<file path="src/include/ubgt_consts.vh">
// Purpose: Constants for the baud generator and transmitter block.
// Assumes: Eight-bit register port with three address lines.
// Notes: Offsets, field positions, reset values and counts.
`ifndef UBGT_CONSTS_VH
`define UBGT_CONSTS_VH

`define UBGT_ADDR_HOLD 3'h0
`define UBGT_ADDR_DIVHI 3'h1
`define UBGT_ADDR_FIFOCTL 3'h2
`define UBGT_ADDR_LCR 3'h3
`define UBGT_ADDR_MODEMCTL 3'h4
`define UBGT_ADDR_LINESTAT 3'h5

`define UBGT_DIVLO_RST 8'h01
`define UBGT_DIVHI_RST 8'h00
`define UBGT_DIVFRAC_RST 8'h00
`define UBGT_LCR_RST 8'h00
`define UBGT_MODEMCTL_RST 8'h00
`define UBGT_FIFOCTL_RST 8'h00

`define UBGT_LCR_DLAB_BIT 7
`define UBGT_LCR_STOP_BIT 2
`define UBGT_LCR_PEN_BIT 3
`define UBGT_LCR_EVEN_BIT 4
`define UBGT_LCR_STICK_BIT 5
`define UBGT_MODEMCTL_PRESC_BIT 7
`define UBGT_FIFOCTL_EN_BIT 0
`define UBGT_FIFOCTL_TXCLR_BIT 2
`define UBGT_LINESTAT_HOLDEMPTY_BIT 5
`define UBGT_LINESTAT_SHEMPTY_BIT 6

`define UBGT_DIVFRAC_FRAC_MASK 8'h0F
`define UBGT_DIVFRAC_MODE_MASK 8'h30
`define UBGT_MODE_16X 2'h0
`define UBGT_MODE_8X 2'h1
`define UBGT_MODE_4X 2'h2

`define UBGT_PRESC_DIV4_LAST 2'h3
`define UBGT_FIFO_DEPTH 32
`define UBGT_FIFO_AW 5

`endif

</file>
<file path="src/verilog/ubgt_top.v">
// Purpose: Clock prescaler, fractional baud generator and serial transmitter with FIFO.
// Assumes: i_mclk is the oscillator clock; register port inputs are synchronous to it.
// Notes: Register accesses take one clock and never wait on the sampling tick.
`include "ubgt_consts.vh"
`default_nettype none

// Overview of operation
// - Each channel owns its baud generator, clocked from the oscillator input clock.
// - Register accesses finish without waiting on the baud clock.
// - Modem control bit 7 selects prescaler divide by one or by four.
// - Prescale select pin sets the default prescaler after reset; software may override.
// - Divisor is programmable from one to under 65536 in sixteenth steps.
// - Reset loads low byte one, high byte zero, fraction zero.
// - Low and high bytes form integer divisor; fraction register gives fractional part.
// - Low four fraction bits select zero to fifteen sixteenths.
// - Effective divisor is high times 256 plus low plus fraction over sixteen.
// - Fraction register bits 5:4 select 16X, 8X or 4X sampling.
// - Data rate equals clock over prescaler over divisor times sampling factor.
// - Odd fractions in 8X mode may jitter bit times by one sixteenth.
// - Shifter advances one bit per 16, 8 or 4 sampling ticks.
// - Frame is start bit, data bits, optional parity, then stop bits.
// - Bit 0 of each written byte goes out first after start.
// - Transmit holding register is write only and eight bits wide.
// - With FIFO enabled, holding register writes enter a 32 byte FIFO.
// - Each holding register write that finds room (count below capacity) advances the FIFO write pointer.
// - Line status bit 5 shows holding or FIFO empty, bit 6 holding/FIFO and shifter both empty.
module ubgt_top #(
	parameter DEPTH = `UBGT_FIFO_DEPTH,
	parameter AW = `UBGT_FIFO_AW
) (
	input wire i_mclk,
	input wire i_rst_b,
	input wire i_ce,
	input wire i_prescale_select_pin,
	input wire [2:0] i_addr,
	input wire i_wr,
	input wire i_rd,
	input wire [7:0] i_wdata,
	output wire [7:0] o_rdata,
	output wire o_tx,
	output wire o_samp_tick
);

	localparam S_IDLE = 5'b00001;
	localparam S_START = 5'b00010;
	localparam S_DATA = 5'b00100;
	localparam S_PAR = 5'b01000;
	localparam S_STOP = 5'b10000;

	function [4:0] ubgt_spb;
		input [1:0] mode;
		begin
			case (mode)
				`UBGT_MODE_8X: ubgt_spb = 5'h08;
				`UBGT_MODE_4X: ubgt_spb = 5'h04;
				default: ubgt_spb = 5'h10;
			endcase
		end
	endfunction

	reg rst_meta_q;
	reg rst_sync_q;
	wire rst_n = rst_sync_q;

	always @(posedge i_mclk or negedge i_rst_b) begin
		if (!i_rst_b) begin
			rst_meta_q <= 1'b0;
			rst_sync_q <= 1'b0;
		end else begin
			rst_meta_q <= 1'b1;
			rst_sync_q <= rst_meta_q;
		end
	end

	reg [7:0] div_lo_q;
	reg [7:0] div_hi_q;
	reg [7:0] div_frac_q;
	reg [7:0] lcr_q;
	reg [7:0] modem_ctl_q;
	reg [7:0] fifo_ctl_q;
	reg strap_done_q;
	reg [7:0] rdata_q;

	wire dlab = lcr_q[`UBGT_LCR_DLAB_BIT];
	wire fifo_en = fifo_ctl_q[`UBGT_FIFOCTL_EN_BIT];
	wire wr_hold = i_wr && (i_addr == `UBGT_ADDR_HOLD) && !dlab;
	wire wr_fifo_ctl = i_wr && (i_addr == `UBGT_ADDR_FIFOCTL) && !dlab;
	wire div_wr = i_wr && dlab && ((i_addr == `UBGT_ADDR_HOLD) || (i_addr == `UBGT_ADDR_DIVHI) ||
		(i_addr == `UBGT_ADDR_FIFOCTL));

	localparam [AW:0] CAP_FIFO = DEPTH;
	reg [7:0] mem [0:DEPTH-1];
	reg [AW-1:0] wr_ptr_q;
	reg [AW-1:0] rd_ptr_q;
	reg [AW:0] cnt_q;
	reg [4:0] state_q;
	wire [AW:0] cap = fifo_en ? CAP_FIFO : {{AW{1'b0}}, 1'b1};
	wire push = wr_hold && (cnt_q < cap);
	wire pop = (state_q == S_IDLE) && (cnt_q != {(AW+1){1'b0}});
	wire fifo_clr = wr_fifo_ctl && (i_wdata[`UBGT_FIFOCTL_TXCLR_BIT] || (i_wdata[`UBGT_FIFOCTL_EN_BIT] != fifo_en));
	wire hold_empty = (cnt_q == {(AW+1){1'b0}});
	wire tx_empty = hold_empty && (state_q == S_IDLE);

	// Registers live on i_mclk with single-cycle access, independent of the sampling tick
	always @(posedge i_mclk or negedge rst_n) begin
		if (!rst_n) begin
			div_lo_q <= `UBGT_DIVLO_RST;
			div_hi_q <= `UBGT_DIVHI_RST;
			div_frac_q <= `UBGT_DIVFRAC_RST;
			lcr_q <= `UBGT_LCR_RST;
			modem_ctl_q <= `UBGT_MODEMCTL_RST;
			fifo_ctl_q <= `UBGT_FIFOCTL_RST;
			strap_done_q <= 1'b0;
			rdata_q <= 8'h00;
		end else if (i_ce) begin
			// Strap is caught on the first enabled clock after reset release
			if (!strap_done_q) begin
				strap_done_q <= 1'b1;
				modem_ctl_q[`UBGT_MODEMCTL_PRESC_BIT] <= i_prescale_select_pin;
			end
			if (i_wr) begin
				case (i_addr)
					`UBGT_ADDR_HOLD: begin
						if (dlab) begin
							div_lo_q <= i_wdata;
						end
					end
					`UBGT_ADDR_DIVHI: begin
						if (dlab) begin
							div_hi_q <= i_wdata;
						end
					end
					`UBGT_ADDR_FIFOCTL: begin
						if (dlab) begin
							div_frac_q <= i_wdata & (`UBGT_DIVFRAC_FRAC_MASK | `UBGT_DIVFRAC_MODE_MASK);
						end else begin
							fifo_ctl_q <= {7'h00, i_wdata[`UBGT_FIFOCTL_EN_BIT]};
						end
					end
					`UBGT_ADDR_LCR: lcr_q <= i_wdata;
					`UBGT_ADDR_MODEMCTL: modem_ctl_q <= i_wdata;
					default: begin
					end
				endcase
			end
			if (i_rd) begin
				case (i_addr)
					`UBGT_ADDR_HOLD: rdata_q <= dlab ? div_lo_q : 8'h00;
					`UBGT_ADDR_DIVHI: rdata_q <= dlab ? div_hi_q : 8'h00;
					`UBGT_ADDR_FIFOCTL: rdata_q <= dlab ? div_frac_q : 8'h00;
					`UBGT_ADDR_LCR: rdata_q <= lcr_q;
					`UBGT_ADDR_MODEMCTL: rdata_q <= modem_ctl_q;
					`UBGT_ADDR_LINESTAT: rdata_q <= {1'b0, tx_empty, hold_empty, 5'h00};
					default: rdata_q <= 8'h00;
				endcase
			end
		end
	end

	// Prescaler: every clock, or every fourth clock
	reg [1:0] pre_cnt_q;
	wire div4 = modem_ctl_q[`UBGT_MODEMCTL_PRESC_BIT];
	wire pre_tick = !div4 || (pre_cnt_q == `UBGT_PRESC_DIV4_LAST);

	// Fractional divider in sixteenths; a zero integer part is treated as one
	wire [15:0] div_int = {div_hi_q, div_lo_q};
	wire [15:0] div_int_eff = (div_int == 16'h0000) ? 16'h0001 : div_int;
	wire [19:0] div16 = {div_int_eff, div_frac_q[3:0]};
	reg [19:0] acc_q;
	wire [20:0] acc_sum = {1'b0, acc_q} + 21'h000010;
	wire samp_hit = pre_tick && (acc_sum >= {1'b0, div16});
	reg samp_tick_q;

	always @(posedge i_mclk or negedge rst_n) begin
		if (!rst_n) begin
			pre_cnt_q <= 2'h0;
			acc_q <= 20'h00000;
			samp_tick_q <= 1'b0;
		end else if (i_ce) begin
			pre_cnt_q <= div4 ? pre_cnt_q + 2'h1 : 2'h0;
			samp_tick_q <= samp_hit;
			// Uneven tick spacing from the fraction is the documented jitter, not an error
			// A new divisor restarts the count, else a shrunk divisor drains the old remainder as a tick burst
			if (div_wr) begin
				acc_q <= 20'h00000;
			end else if (pre_tick) begin
				if (samp_hit) begin
					acc_q <= acc_sum[19:0] - div16;
				end else begin
					acc_q <= acc_sum[19:0];
				end
			end
		end
	end

	assign o_samp_tick = samp_tick_q;

	// Transmit FIFO; capacity one when FIFO mode is off
	always @(posedge i_mclk or negedge rst_n) begin
		if (!rst_n) begin
			wr_ptr_q <= {AW{1'b0}};
			rd_ptr_q <= {AW{1'b0}};
			cnt_q <= {(AW+1){1'b0}};
		end else if (i_ce) begin
			if (fifo_clr) begin
				wr_ptr_q <= {AW{1'b0}};
				rd_ptr_q <= {AW{1'b0}};
				cnt_q <= {(AW+1){1'b0}};
			end else begin
				if (push) begin
					wr_ptr_q <= wr_ptr_q + {{(AW-1){1'b0}}, 1'b1};
				end
				if (pop) begin
					rd_ptr_q <= rd_ptr_q + {{(AW-1){1'b0}}, 1'b1};
				end
				if (push && !pop) begin
					cnt_q <= cnt_q + {{AW{1'b0}}, 1'b1};
				end else if (pop && !push) begin
					cnt_q <= cnt_q - {{AW{1'b0}}, 1'b1};
				end
			end
		end
	end

	// Memory has no reset; only written slots are ever read
	always @(posedge i_mclk) begin
		if (i_ce && push && !fifo_clr) begin
			mem[wr_ptr_q] <= i_wdata;
		end
	end

	// Serial framing
	reg [7:0] sh_q;
	reg [4:0] samp_cnt_q;
	reg [2:0] bit_cnt_q;
	reg stop_cnt_q;
	reg par_q;
	reg tx_q;
	wire [4:0] spb = ubgt_spb(div_frac_q[5:4]);
	wire bit_end = samp_tick_q && (samp_cnt_q >= spb - 5'h01);
	wire [2:0] last_bit = {1'b1, lcr_q[1:0]};
	wire [7:0] pop_data = mem[rd_ptr_q];
	wire [7:0] wl_mask = 8'hFF >> (2'h3 - lcr_q[1:0]);
	wire pen = lcr_q[`UBGT_LCR_PEN_BIT];
	wire even = lcr_q[`UBGT_LCR_EVEN_BIT];
	wire par_calc = lcr_q[`UBGT_LCR_STICK_BIT] ? !even : ((^(pop_data & wl_mask)) ^ !even);

	always @(posedge i_mclk or negedge rst_n) begin
		if (!rst_n) begin
			state_q <= S_IDLE;
			sh_q <= 8'h00;
			samp_cnt_q <= 5'h00;
			bit_cnt_q <= 3'h0;
			stop_cnt_q <= 1'b0;
			par_q <= 1'b0;
			tx_q <= 1'b1;
		end else if (i_ce) begin
			if (samp_tick_q) begin
				samp_cnt_q <= bit_end ? 5'h00 : samp_cnt_q + 5'h01;
			end
			case (state_q)
				S_IDLE: begin
					tx_q <= 1'b1;
					if (pop) begin
						sh_q <= pop_data;
						par_q <= par_calc;
						samp_cnt_q <= 5'h00;
						tx_q <= 1'b0;
						state_q <= S_START;
					end
				end
				S_START: begin
					if (bit_end) begin
						tx_q <= sh_q[0];
						bit_cnt_q <= 3'h0;
						state_q <= S_DATA;
					end
				end
				S_DATA: begin
					if (bit_end) begin
						if (bit_cnt_q == last_bit) begin
							tx_q <= pen ? par_q : 1'b1;
							stop_cnt_q <= lcr_q[`UBGT_LCR_STOP_BIT];
							state_q <= pen ? S_PAR : S_STOP;
						end else begin
							tx_q <= sh_q[1];
							sh_q <= {1'b0, sh_q[7:1]};
							bit_cnt_q <= bit_cnt_q + 3'h1;
						end
					end
				end
				S_PAR: begin
					if (bit_end) begin
						tx_q <= 1'b1;
						state_q <= S_STOP;
					end
				end
				S_STOP: begin
					if (bit_end) begin
						if (stop_cnt_q) begin
							stop_cnt_q <= 1'b0;
						end else begin
							state_q <= S_IDLE;
						end
					end
				end
				default: begin
					state_q <= S_IDLE;
					tx_q <= 1'b1;
				end
			endcase
		end
	end

	assign o_tx = tx_q;
	assign o_rdata = rdata_q;

endmodule // ubgt_top

`default_nettype wire

</file>
<file path="config.mk">
export PLATFORM = sky130hd
export DESIGN_NAME = ubgt_top
export DESIGN_NICKNAME = d
export VERILOG_FILES = /design/src/verilog/ubgt_top.v
export VERILOG_INCLUDE_DIRS = /design/src /design/src/include
export SDC_FILE = /design/constraint.sdc
export NUM_CORES = 1
export LEC_CHECK = 0
export BUFFER_PORTS_ARGS = -buffer_cell sky130_fd_sc_hd__buf_4
export CORE_MARGIN = 2
export CORE_UTILIZATION = 65
export CTS_CLUSTER_SIZE = 16
export DETAILED_ROUTE_END_ITERATION = 8
export PLACE_DENSITY = 0.87
export SYNTH_ARGS = -nofsm -noshare
export SYNTH_HDL_FRONTEND = slang
export SYNTH_SLANG_ARGS = --single-unit
</file>
<file path="constraint.sdc">
create_clock -name i_mclk -period 11 [get_ports i_mclk]
set_clock_uncertainty 0.1 [all_clocks]
set_input_delay 0.55 -clock i_mclk [delete_from_list [all_inputs] [get_ports i_mclk]]
set_output_delay 0.55 -clock i_mclk [all_outputs]
set_load 0.05 [all_outputs]
</file>
==> results of run 1 <==
## through the flow
stage,hold slack [ns],cells,utilization (%)
2_1_floorplan,0.154,1272,-
3_3_place_gp,0.166,1588,67.6
3_5_place_dp,0.172,1588,67.6
4_1_cts,0.163,1657,72.7
5_1_grt,0.177,1657,72.7
6_report,0.145,1657,72.7
## power by group
part           total (mW)  internal, mW  switching, mW
registers            1.81          1.61          0.206
clock network        1.37         0.816          0.551
logic                1.60         0.698          0.907
## metal layers
layer | wire, µm | track usage, %
met1 | 15600 | 42.4
met2 | 21300 | 52.7
met3 | 4260 | 5.63
met4 | 2230 | 14.4
met5 | 0 | 0
## worst max-delay path: cells and delay by family, from the launching register on
family	cells	cell delay [ns]
compound gates	7	1.17
xor+xnor	1	0.15
fa+ha+maj	2	0.60
buf+inv	1	0.34
flops	1	0.43
mux	1	0.24
simple gates	5	1.42
## area by class of cell
class,count,area (µm²),share of cell area [%]
repair buffers,36,273,1.44
inverters,58,218,1.15
multi-input cells,791,6140,32.5
flip-flops and latches,369,10500,55.7
clock inverters,26,330,1.75
well taps,335,419,2.22
clock buffers,42,986,5.22
## worst paths after layout
check,from,slack (ns),cells past startpoint,endpoint
setup reg to reg,acc_q[4],6.41,17,acc_q[10]
min in group i_mclk,rst_meta_q,0.25,0,rst_n
hold reg to reg,rst_n,0.14,0,wr_ptr_q[1]
max in group asynchronous,rst_n,9.21,1,modem_ctl_q[5]
hold / removal,rst_n,0.14,0,wr_ptr_q[1]
setup / recovery,acc_q[4],6.41,17,acc_q[10]
## kinds of logic after synthesis
| logic type | Yosys count | synth area share (%) |
|---|---|---|
| AND/OR/NAND/NOR | 328 | 9.22 |
| flip-flops | 369 | 61.4 |
| AO/OA/AOI/OAI | 249 | 9.52 |
| multiplexers | 126 | 11.6 |
| buffers and inverters | 112 | 2.88 |
| adder cells (fa/ha/maj) | 39 | 2.93 |
| other | 1 | 0.0219 |
| XOR/XNOR | 48 | 2.53 |
## state kept, by name, indices dropped and copies added, names as in the netlist, 2 cells and up
signal / flops
acc_q: 20
bit_cnt_q: 3
cnt_q: 6
div_frac_q: 6
div_hi_q: 8
div_lo_q: 8
lcr_q: 8
mem: 256
modem_ctl_q: 8
o_rdata: 8
pre_cnt_q: 2
rd_ptr_q: 5
samp_cnt_q: 5
sh_q: 8
state_q: 5
wr_ptr_q: 5
## cells in the mapped netlist, types with 12 or more instances
cell      count
a21oi_1      36
ha_1         37
mux2_2       39
a31oi_1      12
mux4_2       51
nand4_1      12
nor2b_1      17
nand3_1      30
mux2i_1      34
edfxtp_1    256
xnor2_1      32
nand2_1     100
a22oi_1      17
clkbuf_1     37
dfrtp_1     110
o21ai_0      65
inv_1        56
xor2_1       15
a21o_1       12
o21ai_1      21
nor2_1       89
## what timing repair did
item,in CTS,in global routing
hold buffers,1,0
hold endpoints to repair,2,0
setup buffers,0,0
==> run summary, run 1 <==
Dpl cell area: 17600 µm²
Syn avg cell area: 13.5 µm²
Crit share post-route: 41.8%
Yosys top cell area share: 44.8%
Routed Antenna Nets: 0
Slew headroom: 17.2%
Commonest cells after routing, fill and taps aside: 256 x edfxtp_1, 107 x dfrtp_1, 100 x nand2_1, 88 x nor2_1, 64 x o21ai_0
Initial antenna violation count: 1
Ranking of synthesized cells by area: edfxtp_1 45%, dfrtp_1 16%, mux4_2 6.7%, ha_1 2.7%, mux2_2 2.6%
Resized cells post-CTS: 0
FFs w/ async S/R, synth: 30.6%
Setup TNS: 0 ns
Layout area overhead: 10.2%
CTS tree: done
Aggregate global routing overflow: 0
# Max-Cap Violations: 0
Distinct cells, synth: 81
H-Tree Depth: 2
DR WL/cell: 26.2 µm
N_diodes: 0
Vias per std cell: 6.92
Area leader, netlist: edfxtp_1
Routed WL: 43.4 mm
F_max: 218 MHz
Slew Viols, Final: 0
Mapped cell area: 17100 µm²
CTS Buf Count: 37
Worst min-delay path category: reg2async
Main synth FF type: edfxtp_1
Clock root cell: clkbuf_16
Final worst setup slack: 6.41 ns
CP Class: reg2reg
Final Instance Area: 18900 µm²
Worst-path clk slew: 0.07 ns
Tot Pwr: 4.79 mW
Port Buf Inserts: 26
Post-route minimum period: 4.59 ns
Most common cell after layout, fill and taps aside: edfxtp_1
Max Buffers Root-to-Sink: 3
Post-synth EDFFs: 256
Startpoint Class: flip-flop
Worst-Margin Slew: 1.23 ns
Power Density: 253 nW/µm²
# DRC: 0
First-pass GRT wire length: 68.0 mm
Max incr delay on CP: 0.50 ns
Crit path capture type: flip-flop
CP Data Required Time: 11.30 ns
Core area: 26000 µm²
Die area: 27700 µm²
Tot GR Track Use: 32.0%
Peak supply drop: 0.174 mV
Fin. Hold Viols: 0
Die W: 166 µm
Register bit total from synthesis: 369
Seq/Total Area, Yosys: 61.4%
Number of clock sinks: 369
RSZ-0062 raised after global routing: false
Ys Warns: 0
DR iter-0 viols: 1692
Critical-path cell list: ha_1, nand3_1, or3_1, nor2_1, nand2_1, xnor2_1, ha_1, a21o_1, a21oi_1, o21bai_1, a21o_1, a21oi_1, o21ai_1, nor2_2, buf_4, mux2i_1, o22ai_1
Post-layout net count: 1349
DP HPWL: 25.7 mm
Skew-Pair Late Insertion Delay: 0.56 ns
RePlAce Congestion: 0.901
Leak: 7.03 nW
Num rows: 59
First drt pass iteration count: 6
Initial core utilization: 66.0%
Vias in the first global route: 11700
Synthesized Nets: 1328
Crit path max-delay cell type: or3_1
Ports: 27
DP Worst Slack: 6.50 ns
Worst-path maximum fanout: 16
Ratio of cells with drive above 1 in the final layout: 15.7%
Number of fill cells: 1591
Status: finished, final reports clean
Die Height: 166 µm
Worst Path Arrival: 4.89 ns
Syn Inst Count: 1272
Largest net degree at the start of global routing: 85
Vias: 11500
Final setup vio count: 0
Note: power is estimated with default switching activity, not from simulation.
==> run 2: changes to the inputs <==
--- a/config.mk
+++ b/config.mk
@@ -8,10 +8,10 @@
 export LEC_CHECK = 0
 export BUFFER_PORTS_ARGS = -buffer_cell sky130_fd_sc_hd__buf_4
 export CORE_MARGIN = 2
-export CORE_UTILIZATION = 65
+export CORE_UTILIZATION = 63
 export CTS_CLUSTER_SIZE = 16
 export DETAILED_ROUTE_END_ITERATION = 8
-export PLACE_DENSITY = 0.87
+export PLACE_DENSITY = 0.85
 export SYNTH_ARGS = -nofsm -noshare
 export SYNTH_HDL_FRONTEND = slang
 export SYNTH_SLANG_ARGS = --single-unit
==> constraint.sdc (replaced) <==
create_clock -name i_mclk -period 4.4 [get_ports i_mclk]
set_clock_uncertainty 0.1 [all_clocks]
set_input_delay 0.22 -clock i_mclk [delete_from_list [all_inputs] [get_ports i_mclk]]
set_output_delay 0.22 -clock i_mclk [all_outputs]
set_load 0.05 [all_outputs]
==> run summary, run 2 (same netlist as run 1, synthesis figures left out) <==
Aggregate global routing overflow: 0 (unchanged)
Initial core utilization: 64.0% (was 66.0%)
DR iter-0 viols: 1345 (was 1692)
Routed WL: 42.3 mm (was 43.4 mm)
Number of fill cells: 1607 (was 1591)
Tot Pwr: 11.8 mW (was 4.79 mW)
Worst-path maximum fanout: 10 (was 16)
Number of clock sinks: 369 (unchanged)
Leak: 7.07 nW (was 7.03 nW)
Max Buffers Root-to-Sink: 3 (unchanged)
Critical path origin: acc_q[4] (unchanged)
Initial antenna violation count: 1 (unchanged)
Reg area: 10500 µm² (unchanged)
CP Data Required Time: 4.68 ns (was 11.30 ns)
First-pass GRT wire length: 65.8 mm (was 68.0 mm)
Crit path capture type: flip-flop (unchanged)
H-Tree Depth: 2 (unchanged)
Skew-Pair Late Insertion Delay: 0.53 ns (was 0.56 ns)
Die Height: 169 µm (was 166 µm)
# DRC: 0 (unchanged)
Core area: 26800 µm² (was 26000 µm²)
Reg-to-Reg Start: acc_q[4] (unchanged)
Crit share post-route: 94.4% (was 41.8%)
Clock root cell: clkbuf_16 (unchanged)
Max reg flops: 256 (unchanged)
Startpoint Class: flip-flop (unchanged)
Slew headroom: 18.4% (was 17.2%)
Vias per std cell: 6.83 (was 6.92)
Worst Path Arrival: 4.44 ns (was 4.89 ns)
Post-route minimum period: 4.15 ns (was 4.59 ns)
Critical path endpoint: acc_q[15] (was acc_q[10])
Post-layout net count: 1370 (was 1349)
Commonest cells after routing, fill and taps aside: 256 x edfxtp_1, 107 x dfrtp_1, 100 x nand2_1, 88 x nor2_1, 64 x o21ai_0 (unchanged)
Largest registers: mem: 256 flops, acc_q: 20 flops (unchanged)
Ratio of cells with drive above 1 in the final layout: 16.2% (was 15.7%)
CTS tree: done (unchanged)
Multi-input gate area: 6150 µm² (was 6140 µm²)
Vias: 11500 (about the same)
Worst hold slack: 0.0327 ns (was 0.145 ns)
Worst-Margin Slew: 1.21 ns (was 1.23 ns)
Status: finished, final reports clean (unchanged)
Layout area overhead: 10.6% (was 10.2%)
DR WL/cell: 25.2 µm (was 26.2 µm)
F_max: 241 MHz (was 218 MHz)
Die area: 28600 µm² (was 27700 µm²)
Tot GR Track Use: 30.3% (was 32.0%)
Capturing point of the worst reg2reg path: acc_q[15] (was acc_q[10])
Power Density: 625 nW/µm² (was 253 nW/µm²)
Final setup vio count: 0 (unchanged)
Final worst setup slack: 0.246 ns (was 6.41 ns)
Routed Antenna Nets: 0 (unchanged)
DP Worst Slack: 0.169 ns (was 6.50 ns)
Slew Viols, Final: 0 (unchanged)
Fin. Hold Viols: 0 (unchanged)
# Max-Cap Violations: 0 (unchanged)
Worst reg-to-reg path cell count: 17 (unchanged)
Largest net degree at the start of global routing: 58 (was 85)
Worst min-delay path category: in2reg (was reg2async)
First drt pass iteration count: 6 (unchanged)
Port Buf Inserts: 26 (unchanged)
DP HPWL: 26.3 mm (was 25.7 mm)
Most common cell after layout, fill and taps aside: edfxtp_1 (unchanged)
Final Instance Area: 19000 µm² (was 18900 µm²)
Dpl cell area: 17700 µm² (was 17600 µm²)
Top reg by flops: mem (unchanged)
RePlAce Congestion: 0.921 (was 0.901)
Vias in the first global route: 11400 (was 11700)
Worst-path clk slew: 0.06 ns (was 0.07 ns)
Die W: 169 µm (was 166 µm)
R2r setup slk: 0.25 ns (was 6.41 ns)
CTS Buf Count: 37 (unchanged)
N_diodes: 0 (unchanged)
Ports: 27 (unchanged)
Final Util: 70.7% (was 72.7%)
CP Class: reg2reg (unchanged)
Num rows: 60 (was 59)
Peak supply drop: 0.451 mV (was 0.174 mV)
## run 2: cell count changes in the layout (fill, tap and decap cells not counted), sizes merged
| cell | delta |
|---|---|
| clkbuf | +7 |
| bufinv | -3 |
| buf | +20 |
| dlygate4sd3 | +1 |
| clkinv | -5 |
| inv | -3 |
## run 2: report_power, final
group	leakage, nW	internal [mW]	switching, mW
clock network	0.580	1.84	1.33
registers	3.71	4.02	0.500
logic	2.78	1.82	2.33
## run 2: critical path, cell delays in order, from the launching register on
cell	delay [ns]
dfrtp_1	0.44
ha_1	0.25
nand3_1	0.11
or3_1	0.39
nor2_1	0.15
nand2_1	0.12
xnor2_1	0.15
ha_1	0.35
a21o_1	0.21
a21oi_2	0.21
o21bai_1	0.09
a21o_1	0.18
a21oi_1	0.18
o21ai_1	0.22
nor2_4	0.27
buf_4	0.22
nand2b_1	0.22
o221ai_1	0.15
## run 2: layout make-up
| type | count | area share (%) |
|---|---|---|
| clock inverter | 15 | 0.997 |
| tap | 341 | 2.25 |
| clock buffer | 49 | 5.29 |
| multi-input combinational | 791 | 32.4 |
| inverter | 58 | 1.15 |
| timing repair buffer | 57 | 2.35 |
| sequential | 369 | 55.5 |
## run 2: layer usage
layer | global-route usage (%) | vias up | part of all wire, %
li1 | - | 4897 | -
met1 | 40.8 | 5694 | 38
met2 | 49.1 | 756 | 48
met3 | 6.06 | 131 | 11
met4 | 12.3 | 2 | 3.6
met5 | 0 | - | 0.031
## run 2: how the worst min path moves through the flow
stage	endpoint	depth (start not counted)	slack, ns	from
floorplan	rst_meta_q	0	-0.18	i_rst_b
global placement	rst_meta_q	1	-0.1	i_rst_b
detailed placement	rst_meta_q	1	-0.1	i_rst_b
global route	o_samp_tick	2	0.04	i_ce
finish	o_samp_tick	2	0.03	i_ce
CTS	o_samp_tick	2	0.02	i_ce
## run 2: timing repair
action	CTS	global route
endpoints found under the setup margin	0	17
gates resized for setup	0	2
setup buffers	0	3
hold buffers	2	0
hold endpoints to repair	2	0
## run 2: metrics by stage
| stage | TNS, ns | cells |
|---|---|---|
| after floorplan | 0 | 1272 |
| after global placement | 0 | 1611 |
| after detailed placement | 0 | 1611 |
| after CTS | 0 | 1677 |
| after global routing | -0.00774 | 1680 |
| final | 0 | 1680 |
==> run 3: changes to the inputs <==
--- a/config.mk
+++ b/config.mk
@@ -12,6 +12,7 @@
 export CTS_CLUSTER_SIZE = 16
 export DETAILED_ROUTE_END_ITERATION = 8
 export PLACE_DENSITY = 0.85
+export RECOVER_POWER = 50
 export SYNTH_ARGS = -nofsm -noshare
 export SYNTH_HDL_FRONTEND = slang
 export SYNTH_SLANG_ARGS = --single-unit
==> run summary, run 3 (same netlist as run 1, synthesis figures left out) <==
Max Buffers Root-to-Sink: 3 (unchanged)
DR WL/cell: 25.2 µm (about the same)
Final Util: 70.5% (was 70.7%)
Post-route minimum period: 4.15 ns (about the same)
Dpl cell area: 17700 µm² (unchanged)
Tot GR Track Use: 30.3% (unchanged)
Clock Power Share: 26.8% (about the same)
Core area: 26800 µm² (unchanged)
Routed Antenna Nets: 0 (unchanged)
Ratio of cells with drive above 1 in the final layout: 14.6% (was 16.2%)
# Max-Cap Violations: 9 (was 0)
Crit share post-route: 94.3% (was 94.4%)
Number of clock sinks: 369 (unchanged)
Worst min-delay path category: in2reg (unchanged)
Worst-Margin Slew: 2.24 ns (was 1.21 ns)
Failing checks: max-capacitance violations, max-slew violations
Ports: 27 (unchanged)
Post-layout net count: 1370 (unchanged)
Capturing point of the worst reg2reg path: acc_q[15] (unchanged)
N_diodes: 0 (unchanged)
Worst-path maximum fanout: 10 (unchanged)
Power Density: 627 nW/µm² (was 625 nW/µm²)
Max reg flops: 256 (unchanged)
Fin cells: 1680 (unchanged)
First drt pass iteration count: 6 (unchanged)
Largest net degree at the start of global routing: 58 (unchanged)
Peak supply drop: 0.449 mV (was 0.451 mV)
Hold Startpoint: i_rd (was i_ce)
Worst reg-to-reg path cell count: 17 (unchanged)
Slew headroom: -49.4% (was 18.4%)
Aggregate global routing overflow: 0 (unchanged)
Tot Pwr: 11.8 mW (about the same)
Leak: 6.99 nW (was 7.07 nW)
Crit path capture type: flip-flop (unchanged)
Worst-path clk slew: 0.06 ns (about the same)
Skew-Pair Late Insertion Delay: 0.53 ns (about the same)
Most common cell after layout, fill and taps aside: edfxtp_1 (unchanged)
Reg power frac: 38.2% (about the same)
Startpoint Class: flip-flop (unchanged)
Largest registers: mem: 256 flops, acc_q: 20 flops (unchanged)
Routed WL: 42.3 mm (about the same)
CTS Buf Count: 37 (unchanged)
Vias per std cell: 6.83 (about the same)
Comb power frac: 34.9% (was 35.0%)
Die area: 28600 µm² (unchanged)
Layout area overhead: 10.1% (was 10.6%)
Initial core utilization: 64.0% (unchanged)
Slew Viols, Final: 361 (was 0)
Top reg by flops: mem (unchanged)
Min-Delay Path Depth: 4 (was 2)
DR iter-0 viols: 1401 (was 1345)
DP HPWL: 26.3 mm (unchanged)
Placed insts: 1611 (unchanged)
# DRC: 0 (unchanged)
Worst hold slack: 0.0389 ns (was 0.0327 ns)
CTS tree: done (unchanged)
Worst hold path endpoint: o_rdata[5] (was o_samp_tick)
CP Data Required Time: 4.68 ns (about the same)
Die W: 169 µm (unchanged)
Num rows: 60 (unchanged)
Port Buf Inserts: 26 (unchanged)
Sw Ratio: 35.2% (was 35.1%)
Status: finished, violations left (was finished, final reports clean)
Final Instance Area: 18900 µm² (was 19000 µm²)
Final setup vio count: 0 (unchanged)
Vias in the first global route: 11400 (unchanged)
RePlAce Congestion: 0.921 (unchanged)
First-pass GRT wire length: 65.8 mm (unchanged)
Commonest cells after routing, fill and taps aside: 256 x edfxtp_1, 108 x dfrtp_1, 100 x nand2_1, 88 x nor2_1, 64 x o21ai_0 (was 256 x edfxtp_1, 107 x dfrtp_1, 100 x nand2_1, 88 x nor2_1, 64 x o21ai_0)
R2r setup slk: 0.25 ns (about the same)
Worst Path Arrival: 4.43 ns (was 4.44 ns)
Vias: 11500 (about the same)
Clock root cell: clkbuf_16 (unchanged)
Initial antenna violation count: 1 (unchanged)
Die Height: 169 µm (unchanged)
Reg-to-Reg Start: acc_q[4] (unchanged)
Fin. Hold Viols: 0 (unchanged)
Number of fill cells: 1626 (was 1607)
Power Internal: 7.67 mW (was 7.69 mW)
H-Tree Depth: 2 (unchanged)
F_max: 241 MHz (about the same)
CP Class: reg2reg (unchanged)
Switch Pwr: 4.16 mW (about the same)
-- run 3: cell types whose count changed in the layout (fill, tap and decap cells not counted), sizes merged --
cell | previous run | this run
clkbuf | 49 | 70
buf | 55 | 34
-- run 3: what timing repair did --
action,CTS,global route
hold buffers,2,0
endpoints found under the hold margin,2,0
gates resized for setup,0,2
setup buffers,0,3
endpoints found under the setup margin,0,17
-- run 3: through the flow --
stage	setup WS, ns	TNS [ns]
6_report	0.249	0
5_1_grt	-0.00774	-0.00774
4_1_cts	0.142	0
3_5_place_dp	0.169	0
3_3_place_gp	0.236	0
2_1_floorplan	0.402	0
-- run 3: per-layer routing --
| layer | vias up | routed length (µm) | GRT usage, % |
|---|---|---|---|
| li1 | 4902 | - | - |
| met4 | 2 | 1620 | 12.3 |
| met3 | 135 | 4340 | 6.06 |
| met2 | 763 | 20200 | 49.1 |
| met1 | 5674 | 16000 | 40.8 |
| met5 | - | 13 | 0 |
-- run 3: critical path: stages (launching register included) --
cell      delay (ns)
dfrtp_1         0.44
ha_1            0.25
nand3_1         0.11
or3_1           0.39
nor2_1          0.15
nand2_1         0.12
xnor2_1         0.16
ha_1            0.35
a21o_1          0.21
a21oi_2         0.20
o21bai_1        0.09
a21o_1          0.18
a21oi_1         0.19
o21ai_1         0.22
nor2_4          0.27
buf_4           0.22
nand2b_1        0.23
o221ai_1        0.15
-- run 3: layout make-up --
cell class              count  area [µm²]  share of cell area [%]
multi-input cells         791        6150                    32.6
inverters                  58         218                    1.15
flip-flops and latches    369       10500                    55.7
well taps                 341         427                    2.26
repair buffers             57         372                    1.97
clock inverters            15         189                    1.00
clock buffers              49        1000                    5.31
-- run 3: power by group through the flow --
stage	logic (mW)	registers, mW	clock network (mW)
finish	4.13	4.53	3.18
global route	4.46	4.56	3.28
CTS	4.09	4.51	3.18
detailed placement	3.99	4.57	0
global placement	3.88	4.55	0
floorplan	3.11	4.34	0
-- run 3: how the worst max path moves through the flow --
stage / slack, ns / endpoint / startpoint
6_report: 0.25 / acc_q[15] / acc_q[4]
5_1_grt: -0.008 / acc_q[15] / acc_q[4]
4_1_cts: 0.14 / acc_q[15] / acc_q[4]
3_5_place_dp: 0.17 / acc_q[15] / acc_q[4]
3_3_place_gp: 0.24 / acc_q[15] / acc_q[4]
2_1_floorplan: 0.40 / acc_q[10] / acc_q[4]
